### src/hw/fec_pad.sv
/*
 * fec_pad: intentionally empty of logic; holds no module.
 * Assumes nothing.
 */

### src/hw/fec_pkg.sv
/*
 * fec_pkg: constants and carrier types for the receive error counters.
 * Assumes a byte-addressed Avalon-MM slave with one 32-bit word per register.
 */
`default_nettype none
package fec_pkg;
   // -----------------------------------------------------------------
   // register indices (byte address is four times the index)
   // -----------------------------------------------------------------
   localparam logic [7:0] IDX_MODE     = 8'h40;
   localparam logic [7:0] IDX_CFG      = 8'h41;
   localparam logic [7:0] IDX_PV_HI    = 8'h44;
   localparam logic [7:0] IDX_PV_LO    = 8'h45;
   localparam logic [7:0] IDX_OOS_HI   = 8'h46;
   localparam logic [7:0] IDX_OOS_LO   = 8'h47;
   localparam logic [7:0] IDX_FEB_HI   = 8'h48;
   localparam logic [7:0] IDX_FEB_LO   = 8'h49;
   // -----------------------------------------------------------------
   // field positions and reset values
   // -----------------------------------------------------------------
   localparam int         MODE_E1      = 0;
   localparam int         MODE_ESF     = 1;
   localparam int         MODE_CRC4    = 2;
   localparam int         CFG_OOS_SEL  = 1;
   localparam int         CFG_FS_EN    = 2;
   localparam int         CFG_ACC_SEL  = 4;
   localparam int         CFG_UPD_SEL  = 5;
   localparam int         CFG_MAN_UPD  = 6;
   localparam logic [7:0] MODE_RST     = 8'h00;
   localparam logic [7:0] CFG_RST      = 8'h00;
   localparam logic [7:0] MODE_MASK    = 8'h07;
   localparam logic [7:0] CFG_MASK     = 8'h76;
   // -----------------------------------------------------------------
   // counters
   // -----------------------------------------------------------------
   localparam int         CNT_W        = 16;
   localparam logic [15:0] CNT_MAX     = 16'hFFFF;
   localparam int         CH_PV        = 0;
   localparam int         CH_OOS       = 1;
   localparam int         CH_FEB       = 2;
   localparam int         FRM_W        = 9;
   localparam logic [8:0] FRAMES_T1    = 9'd333;
   localparam logic [8:0] FRAMES_E1    = 9'd500;

   typedef struct packed {
      logic crc6_err;
      logic ft_err;
      logic fs_err;
      logic fps_err;
      logic mf_oos;
      logic crc4_err;
      logic fas_word_err;
      logic ebit_zero;
      logic frame_pulse;
      logic second_tick;
   } fec_rx_events_t;

   typedef struct packed {
      logic receive_sync_lost_flag;
      logic fas_lost;
      logic crc4_mf_lost;
      logic align_search;
   } fec_sync_t;

   typedef struct packed {
      logic [2:0][15:0] cnt;
      logic [2:0][15:0] lat;
      logic [7:0]       mode;
      logic [7:0]       cfg;
      logic             man_prev;
      logic [8:0]       frm;
      logic             ack;
      logic [7:0]       rdata;
   } fec_state_t;
endpackage
`default_nettype wire

### src/hw/fec_error_counters.sv
/*
 * fec_error_counters: path violation, out-of-sync and far-end block error
 * counters with latch-and-clear update, read over Avalon-MM.
 * Assumes the framer's event pulses and sync flags come from logic on clk_sys
 * (the receive line clock), each event one cycle wide.
 */
// Notes on behaviour
// - T1 ESF: path counter adds one per failed CRC6 codeword.
// - T1 D4: path counter counts Ft errors, plus Fs errors when enabled.
// - T1: path counter holds while receive sync is lost.
// - E1: path counter adds one per CRC4 error.
// - E1: path counter holds on FAS or CRC4 sync loss, not CAS loss.
// - path count readable high byte 44h, low byte 45h.
// - T1, select clear: out-of-sync counter counts out-of-sync multiframes.
// - multiframe counting ignores the receive sync lost flag.
// - T1, select set: counts Ft errors in D4, FPS errors in ESF.
// - framing-bit counting holds while receive sync is lost.
// - E1: out-of-sync counter counts FAS word errors, holds on sync loss.
// - E1: FAS errors ignored while searching for alignment or multiframe.
// - E1 FAS error count cannot saturate in one second.
// - out-of-sync count readable high byte 46h, low byte 47h.
// - far-end block error counter works only in E1 mode.
// - with CRC4 multiframing, adds one per received E-bit equal to zero.
// - far-end counter holds on FAS or CRC4 sync loss, not CAS loss.
// - far-end count readable high byte 48h, low byte 49h.
// - all counters saturate at maximum instead of wrapping.
// - fast update every 333 frames T1, 500 frames E1, else each second.
// - manual bit rising loads registers next clock and clears counters.
`default_nettype none
module fec_error_counters
   import fec_pkg::*;
(
   input  wire logic           clk_sys,
   input  wire logic           rst,
   input  wire fec_rx_events_t rx_ev,
   input  wire fec_sync_t      rx_sync,
   input  wire logic [9:0]     avs_address,
   input  wire logic           avs_read,
   input  wire logic           avs_write,
   input  wire logic [31:0]    avs_writedata,
   input  wire logic [3:0]     avs_byteenable,
   output logic      [31:0]    avs_readdata,
   output logic                avs_waitrequest
);
   // ----------------------------------------------------------------
   // state
   // ----------------------------------------------------------------
   fec_state_t  st_q;
   fec_state_t  st_d;
   logic [2:0]  inc;
   logic        is_e1;
   logic        is_esf;
   logic        los;
   logic        e1_halt;
   logic        man_edge;
   logic        auto_tick;
   logic        upd;
   logic [8:0]  frm_lim;
   logic [7:0]  idx;
   logic        req;

   assign idx             = avs_address[9:2];
   assign req             = avs_read | avs_write;
   assign avs_waitrequest = req & ~st_q.ack;
   assign avs_readdata    = {24'h000000, st_q.rdata};

   // ----------------------------------------------------------------
   // event qualification
   // ----------------------------------------------------------------
   always_comb begin
      is_e1   = st_q.mode[MODE_E1];
      is_esf  = st_q.mode[MODE_ESF];
      los     = rx_sync.receive_sync_lost_flag;
      e1_halt = rx_sync.fas_lost | rx_sync.crc4_mf_lost;
      inc     = 3'b000;
      if (is_e1) begin
         inc[CH_PV]  = rx_ev.crc4_err & ~e1_halt;
         inc[CH_OOS] = rx_ev.fas_word_err & ~los & ~rx_sync.align_search;
         inc[CH_FEB] = st_q.mode[MODE_CRC4] & rx_ev.ebit_zero & ~e1_halt;
      end else begin
         if (!los) begin
            if (is_esf) begin
               inc[CH_PV] = rx_ev.crc6_err;
            end else begin
               inc[CH_PV] = rx_ev.ft_err | (st_q.cfg[CFG_FS_EN] & rx_ev.fs_err);
            end
         end
         if (st_q.cfg[CFG_OOS_SEL]) begin
            inc[CH_OOS] = ~los & (is_esf ? rx_ev.fps_err : rx_ev.ft_err);
         end else begin
            inc[CH_OOS] = rx_ev.mf_oos;
         end
      end
   end

   // ----------------------------------------------------------------
   // update events
   // ----------------------------------------------------------------
   always_comb begin
      frm_lim   = is_e1 ? FRAMES_E1 : FRAMES_T1;
      man_edge  = st_q.cfg[CFG_ACC_SEL] & st_q.cfg[CFG_MAN_UPD] & ~st_q.man_prev;
      if (st_q.cfg[CFG_ACC_SEL]) begin
         auto_tick = 1'b0;
      end else if (st_q.cfg[CFG_UPD_SEL]) begin
         auto_tick = rx_ev.frame_pulse & (st_q.frm == frm_lim - 9'd1);
      end else begin
         auto_tick = rx_ev.second_tick;
      end
      upd = man_edge | auto_tick;
   end

   // ----------------------------------------------------------------
   // next state
   // ----------------------------------------------------------------
   always_comb begin
      st_d          = st_q;
      st_d.man_prev = st_q.cfg[CFG_MAN_UPD];
      if (st_q.cfg[CFG_ACC_SEL] | ~st_q.cfg[CFG_UPD_SEL]) begin
         st_d.frm = 9'd0;
      end else if (rx_ev.frame_pulse) begin
         st_d.frm = (st_q.frm == frm_lim - 9'd1) ? 9'd0 : st_q.frm + 9'd1;
      end
      for (int i = 0; i < 3; i++) begin
         if (inc[i] && st_q.cnt[i] != CNT_MAX) begin
            st_d.cnt[i] = st_q.cnt[i] + 16'h0001;
         end
         if (upd) begin
            st_d.lat[i] = st_d.cnt[i];
            st_d.cnt[i] = 16'h0000;
         end
      end
      st_d.ack = req & ~st_q.ack;
      if (req && !st_q.ack) begin
         case (idx)
            IDX_MODE:   st_d.rdata = st_q.mode;
            IDX_CFG:    st_d.rdata = st_q.cfg;
            IDX_PV_HI:  st_d.rdata = st_q.lat[CH_PV][15:8];
            IDX_PV_LO:  st_d.rdata = st_q.lat[CH_PV][7:0];
            IDX_OOS_HI: st_d.rdata = st_q.lat[CH_OOS][15:8];
            IDX_OOS_LO: st_d.rdata = st_q.lat[CH_OOS][7:0];
            IDX_FEB_HI: st_d.rdata = st_q.lat[CH_FEB][15:8];
            IDX_FEB_LO: st_d.rdata = st_q.lat[CH_FEB][7:0];
            default:    st_d.rdata = 8'h00;
         endcase
      end
      // only mode and config take writes; count registers ignore them
      if (avs_write && st_q.ack && avs_byteenable[0]) begin
         if (idx == IDX_MODE) begin
            st_d.mode = avs_writedata[7:0] & MODE_MASK;
         end
         if (idx == IDX_CFG) begin
            st_d.cfg = avs_writedata[7:0] & CFG_MASK;
         end
      end
   end

   always_ff @(posedge clk_sys) begin
      if (rst) begin
         st_q <= '{cnt: '0, lat: '0, mode: MODE_RST, cfg: CFG_RST, man_prev: 1'b0,
                   frm: 9'd0, ack: 1'b0, rdata: 8'h00};
      end else begin
         st_q <= st_d;
      end
   end
endmodule
`default_nettype wire

### config.mk
export PLATFORM = sky130hd
export DESIGN_NAME = fec_error_counters
export DESIGN_NICKNAME = d
export VERILOG_FILES = /design/src/hw/fec_pad.sv /design/src/hw/fec_pkg.sv /design/src/hw/fec_error_counters.sv
export SDC_FILE = /design/constraint.sdc
export NUM_CORES = 1
export LEC_CHECK = 0
export BUFFER_PORTS_ARGS = -buffer_cell sky130_fd_sc_hd__clkbuf_2
export CORE_ASPECT_RATIO = 1.4
export CORE_MARGIN = 5
export CORE_UTILIZATION = 57
export CTS_CLUSTER_SIZE = 25
export DETAILED_ROUTE_END_ITERATION = 7
export MAX_ROUTING_LAYER = met4
export PLACE_DENSITY = 0.82
export SYNTH_ARGS = -nofsm -noshare
export SYNTH_HDL_FRONTEND = slang
export SYNTH_SLANG_ARGS = --single-unit
### constraint.sdc
create_clock -name clk_sys -period 2.2 [get_ports clk_sys]
set_input_delay 0.44 -clock clk_sys [delete_from_list [all_inputs] [get_ports clk_sys]]
set_output_delay 0.44 -clock clk_sys [all_outputs]
set_load 0.01 [all_outputs]
; Word level (Yosys, flattened, before mapping)
; Index checks and enable logic that the tools add are counted.
[totals]
output_inout_bits = 33
ff_bits = 123
input_bits = 64
wordCells = 76
[op_classes]
muxes = 14
n_reduce_logical = 11
bitwise_logic = 22
add_sub_neg = 5
eq_ne = 12
[ops]
columns = op, count
row1 = equality test 8 x 7 -> 1 bit (second input constant), 8
row2 = one-hot mux 8 bit (8 select lines), 1
row3 = adder 16 x 1 -> 16 bit (second input constant), 3
row4 = 2-to-1 mux 16 bit, 3
row5 = != test 16 bit (second input constant), 3
row6 = bitwise AND 1 bit, 11
row7 = adder 9 x 1 -> 9 bit (second input constant), 1
row8 = equality test 9 bit, 1
row9 = 2-to-1 mux 9 bit, 1
row10 = subtractor 9 x 1 -> 9 bit (second input constant), 1
row11 = 2-to-1 mux 8 bit, 1
row12 = 2-to-1 mux 1 bit, 7
row13 = logical AND 1 bit, 6
row14 = inverter 1 bit, 6
row15 = bitwise OR 1 bit, 5
row16 = AND reduction 2 bit, 2
row17 = OR reduction 2 bit, 2
row18 = 2-to-1 mux 2 bit, 1
row19 = zero test 1 bit, 1

; Logic depth before layout (Yosys ltp)
[depth]
depth_word = 8
depth_mapped = 8
mapped_depth_nobuf = 6

; Least setup slack after synthesis
; Ideal clock, no wire load.
[synth_path]
kind = register to register
from = register st_q, in the netlist is_e1
to = register st_q[64] (netlist bit)
synth_period_minus_slack_ns = 1.944
t_required_ns = 2.080
path_stages_with_launch = 9
path_slack_ns = 0.256
setup_time_ns = 0.120
t_arrival_ns = 1.824
n_path_buf = 3
path_cell_list = dfxtp_1 > buf_2 > or4_4 > nor4_4 > o21ai_2 > and2_1 > buf_6 > buf_6 > o2bb2ai_2
[synth_between]
elab_chain_len = 7
word_cells_on_any_way = 10
classes_between = add/sub: 1 / eq/ne: 1 / mux: 5 / bitwise: 2 / reduce/logical: 1
[synth_rtl]
columns = item, line
row1 = start: declaration, fec_error_counters.sv:48  ; fec_state_t st_q;
row2 = start signal: assignment, fec_error_counters.sv:159  ; st_q <= '{cnt: '0, lat: '0, mode: MODE_RST, cfg: CFG_RST, man_prev: 1'b0,
row3 = start signal: assignment, fec_error_counters.sv:162  ; st_q <= st_d;
row4 = 2-to-1 mux 8 bit, fec_error_counters.sv:100  ; frm_lim = is_e1 ? FRAMES_E1 : FRAMES_T1;
row5 = subtractor 9 x 1 -> 9 bit, fec_error_counters.sv:105  ; auto_tick = rx_ev.frame_pulse & (st_q.frm == frm_lim - 9'd1);
row6 = equality test 9 bit, fec_error_counters.sv:105
row7 = bitwise AND 1 bit, fec_error_counters.sv:105
row8 = 2-to-1 mux 1 bit, fec_error_counters.sv:104  ; end else if (st_q.cfg[CFG_UPD_SEL]) begin
row9 = 2-to-1 mux 1 bit, fec_error_counters.sv:102  ; if (st_q.cfg[CFG_ACC_SEL]) begin
row10 = bitwise OR 1 bit, fec_error_counters.sv:109  ; upd = man_edge | auto_tick;
; Several ways; a longest one is shown, not always the timed one.
; A chain may end at the register's enable or synchronous reset.

; Final worst setup path
[layout_path]
from = register st_q[99] (netlist bit)
to = register st_q[63] (netlist bit)
[layout_between]
elab_chain_len = 3
word_cells_on_any_way = 4
classes_between = add/sub: 1 / eq/ne: 1 / mux: 1 / reduce/logical: 1
[layout_rtl]
columns = item, line
row1 = branches (longest 2 deep; another with adder 16 x 1 -> 16 bit), -
row2 = 2-to-1 mux 16 bit (*), fec_error_counters.sv:124  ; if (inc[i] && st_q.cnt[i] != CNT_MAX) begin
; Every way passes the cells marked *.

==> summary.txt <==
Run status
  • Status: finished, final reports clean

Clock tree
  • H-tree depth: 4
  • Clk buf depth: 2
  • CTS tree: yes
  • Clock-pin transition on the worst setup and hold timing paths: ~0.050 ns
  • CTS Hold Bufs: 0
  • TritonCTS buffer count: 17
  • CTS root buffer: clkbuf_16
  • CTS Sinks: 123
  • Worst-skew pair later-pin latency: between 0.4 and 0.5 ns

Flow run
  • Number of max-cap violations: 0

Layout
  • Final cell count without fillers: 811
  • Share of cells above drive strength 1: between 20% and 30%
  • P&R area growth vs syn: 15.6%
  • Diode count: 0
  • Post-route cell area: 6990 um^2
  • # fillers: between 700 and 800
  • Nets@finish: approximately 730

Place
  • Inst Count DP: 778
  • Placed Area: roughly 6300 um^2
  • HPWL Detailed: around 10000 um
  • Placer Congestion: between 0.9 and 1
  • I/O Buffers: 41

Logic synthesis
  • Largest cells by area after synthesis: dfxtp_1 (41%), o2bb2ai_2 (7.5%), nor2_1 (5.5%)
  • Sequential share of the synthesized area: ~41%
  • Yosys warnings: 0
  • Syn_area_per_cell: 9.81 um^2
  • Largest family of logic cells by synthesized area: simple AND/OR/NAND/NOR gates
  • Adder-Cell Fraction of Synth Area: 0.828%
  • Cell Area, Synth: 6050 um^2
  • Post-synthesis compound-gate area fraction: 15.7%
  • Synth Register Bits: 123
  • Count leader, synth: dfxtp_1
  • Most used DFF post-synth: dfxtp_1
  • FFs w/ async S/R, synth: 0%
  • Post-synth top area share: between 40 and 50%
  • Library cells used by synthesis: 62
  • Post-synthesis simple-gate area fraction: 21.4%
  • Xor/xnor share of the synthesized area: about 6.1%
  • Proportion of synthesized area in mux cells: under 10%
  • Top cells by count, synth: dfxtp_1 (123), nor2_1 (89), buf_4 (32), xnor2_1 (32), o2bb2ai_2 (30)
  • Post-synth EDFFs: 0
  • Cell count after synthesis: 616
  • Cell taking the most area after synthesis: dfxtp_1

Setup path
  • Startpoint class of the critical path: flop
  • Critical path arrival: around 2.4 ns
  • Crit path cell chain: ha_1 -> nand4_1 -> or2_2 -> nor3_1 -> mux2i_1 -> o2bb2ai_2
  • WS Path Type: reg -> reg
  • CP required: approximately 2.5 ns
  • CP Max Fanout: 5
  • Top delay family on crit path: simple AND/OR/NAND/NOR gates
  • Worst reg2reg path depth: 6
  • Critical path's slowest cell: mux2i_1
  • Critical Path End Type: flop
  • CP bufs+invs: 0
  • CP max stage delay: ~0.43 ns
  • Stages on worst setup path: 6

Hold path
  • Hold Crit Depth: 3
  • Hold WC Path Type: in -> reg

Floorplanning
  • Die Wd: 97.0 um
  • I/O Pins: 97
  • Die Y: about 130 um
  • Num rows: between 40 and 50
  • Die Footprint: between 10000 and 15000 um^2
  • Starting density of the core: 58.1%
  • Core area: about 10000 um^2

Pwr
  • Clk pwr share: 53.4%
  • Switching share of total power: a little over a fifth
  • Psw: 1.12 mW
  • Pwr Density: about 770 nW/um^2
  • Combinational power share: 4.7%
  • Reg power frac: 41.9%
  • Int Pwr: 4.25 mW
  • Worst vdd ir: between 0.0005 and 0.0006 V
  • Leak pwr: roughly 2.4 nW

STA
  • Max Clock Freq: roughly 480 MHz
  • Setup Viol. Count Final: 0
  • Final hold viol count: 0
  • Final Critical Period: approximately 2.1 ns
  • Clock skew: about 0.0080 ns
  • Period utilisation layout: a little over nine tenths
  • RSZ-0062 raised after global routing: false
  • Max-slew violations: 0
  • Setup Total Neg Slack: 0 ns

GRT
  • GRT overflow: 0
  • Vias in the first global route: between 5000 and 6000
  • Initial antenna violation count: 0
  • Pin count of the biggest net entering global routing: 48
  • Global-route wire length before repair: approximately 24000 um
  • Total GRT Usage: about a quarter

Route
  • DRT antenna net count: 0
  • DRC: 0
  • Wirelength, routed: between 10000 and 15000 um
  • Initial DRC count: about 250
  • Vias per inst: just over 6
  • Pre-Repair DR Iteration Count: 5
  • Wire per inst: around 18 um
  • Via count: slightly below 5000
-- cell usage in the layout, fill, tap and decap left out, types with 4 or more instances in the layout --
master	count
nand2b_1	5
clkbuf_2	41
a22oi_1	4
nor3_1	22
nand4_1	21
and4_1	6
clkinv_2	4
nor4_1	9
nor3b_1	6
nand2_1	23
clkbuf_8	5
and2_1	4
dfxtp_1	122
clkbuf_16	17
xnor2_1	32
o2bb2ai_2	30
mux2_2	6
nor2_1	89
and3_1	9
or4_1	4
o21ai_0	4
mux2i_1	26
xor2_1	10
ha_1	4
nand3_1	25
conb_1	24
mux4_2	7
a221oi_1	5
buf_12	6
or2_2	4
o2bb2ai_1	19
a21oi_1	8
buf_4	19
-- power by group through the flow --
stage	combinational (mW)	clock [mW]	sequential, mW
2_1_floorplan	0.197	0	2.29
3_3_place_gp	0.240	0	2.29
3_5_place_dp	0.247	0	2.29
4_1_cts	0.250	2.88	2.25
5_1_grt	0.271	2.99	2.25
6_report	0.252	2.87	2.25
-- sequential cells by signal, summed over array words and instances, names as in the netlist --
name and cells:
avs_readdata 8, is_e1 1, is_esf 1, st_d 1, st_q 112
-- worst reg2reg max path: cells and delay by family, from the launching register on --
| kind | cells | cell delay, ns |
|---|---|---|
| flops | 1 | 0.40 |
| fa+ha+maj | 1 | 0.21 |
| compound gates | 1 | 0.10 |
| simple gates | 3 | 0.83 |
| mux | 1 | 0.43 |
-- stage by stage --
| step | power [mW] | util (%) | hold WS (ns) | setup WS, ns |
|---|---|---|---|---|
| 2_1_floorplan | 2.49 | - | 0.427 | 0.256 |
| 3_3_place_gp | 2.53 | 60.9 | 0.440 | 0.0232 |
| 4_1_cts | 5.38 | 66.9 | 0.276 | 0.0615 |
| 5_1_grt | 5.51 | 67.2 | 0.285 | 0.00636 |
| 3_5_place_dp | 2.54 | 60.9 | 0.443 | -0.0356 |
| 6_report | 5.37 | 67.2 | 0.284 | 0.104 |
-- layer usage --
metal  track usage, %  routed length (um)
met5                -                   0
met2             41.2                7590
met4             10.2                 520
met3             7.31                 916
met1             25.0                5640
-- layout make-up --
type	count	area, um^2	area share (%)
Tap cell	138	173	2.47
Inverter	3	11.3	0.161
Sequential cell	123	2460	35.2
Multi-Input combinational cell	449	3260	46.6
Clock inverter	7	110	1.57
Clock buffer	25	505	7.23
Timing Repair Buffer	66	468	6.69
-- worst paths after layout --
kind | startpoint | end | slack [ns]
setup / recovery | st_q[99] | st_q[63] | 0.10
hold / removal | avs_writedata[6] | st_d[18] | 0.28
setup reg to reg | st_q[99] | st_q[63] | 0.10
hold reg to reg | st_q[68] | st_q[68] | 0.46
-- logic make-up (layout without fill, tap and decap cells) --
group,after synthesis,in the layout
flip-flops,123,123
buffers and inverters,67,101
other,1,24
XOR/XNOR,42,42
adder cells (fa/ha/maj),4,4
AO/OA/AOI/OAI,94,94
AND/OR/NAND/NOR,246,246
multiplexers,39,39
-- what timing repair did --
action,in CTS,in global routing
pin swaps,0,1
resized for setup,1,4
setup endpoints to repair,1,18
setup buffers,0,1
Note: power is estimated with default switching activity, not from simulation.
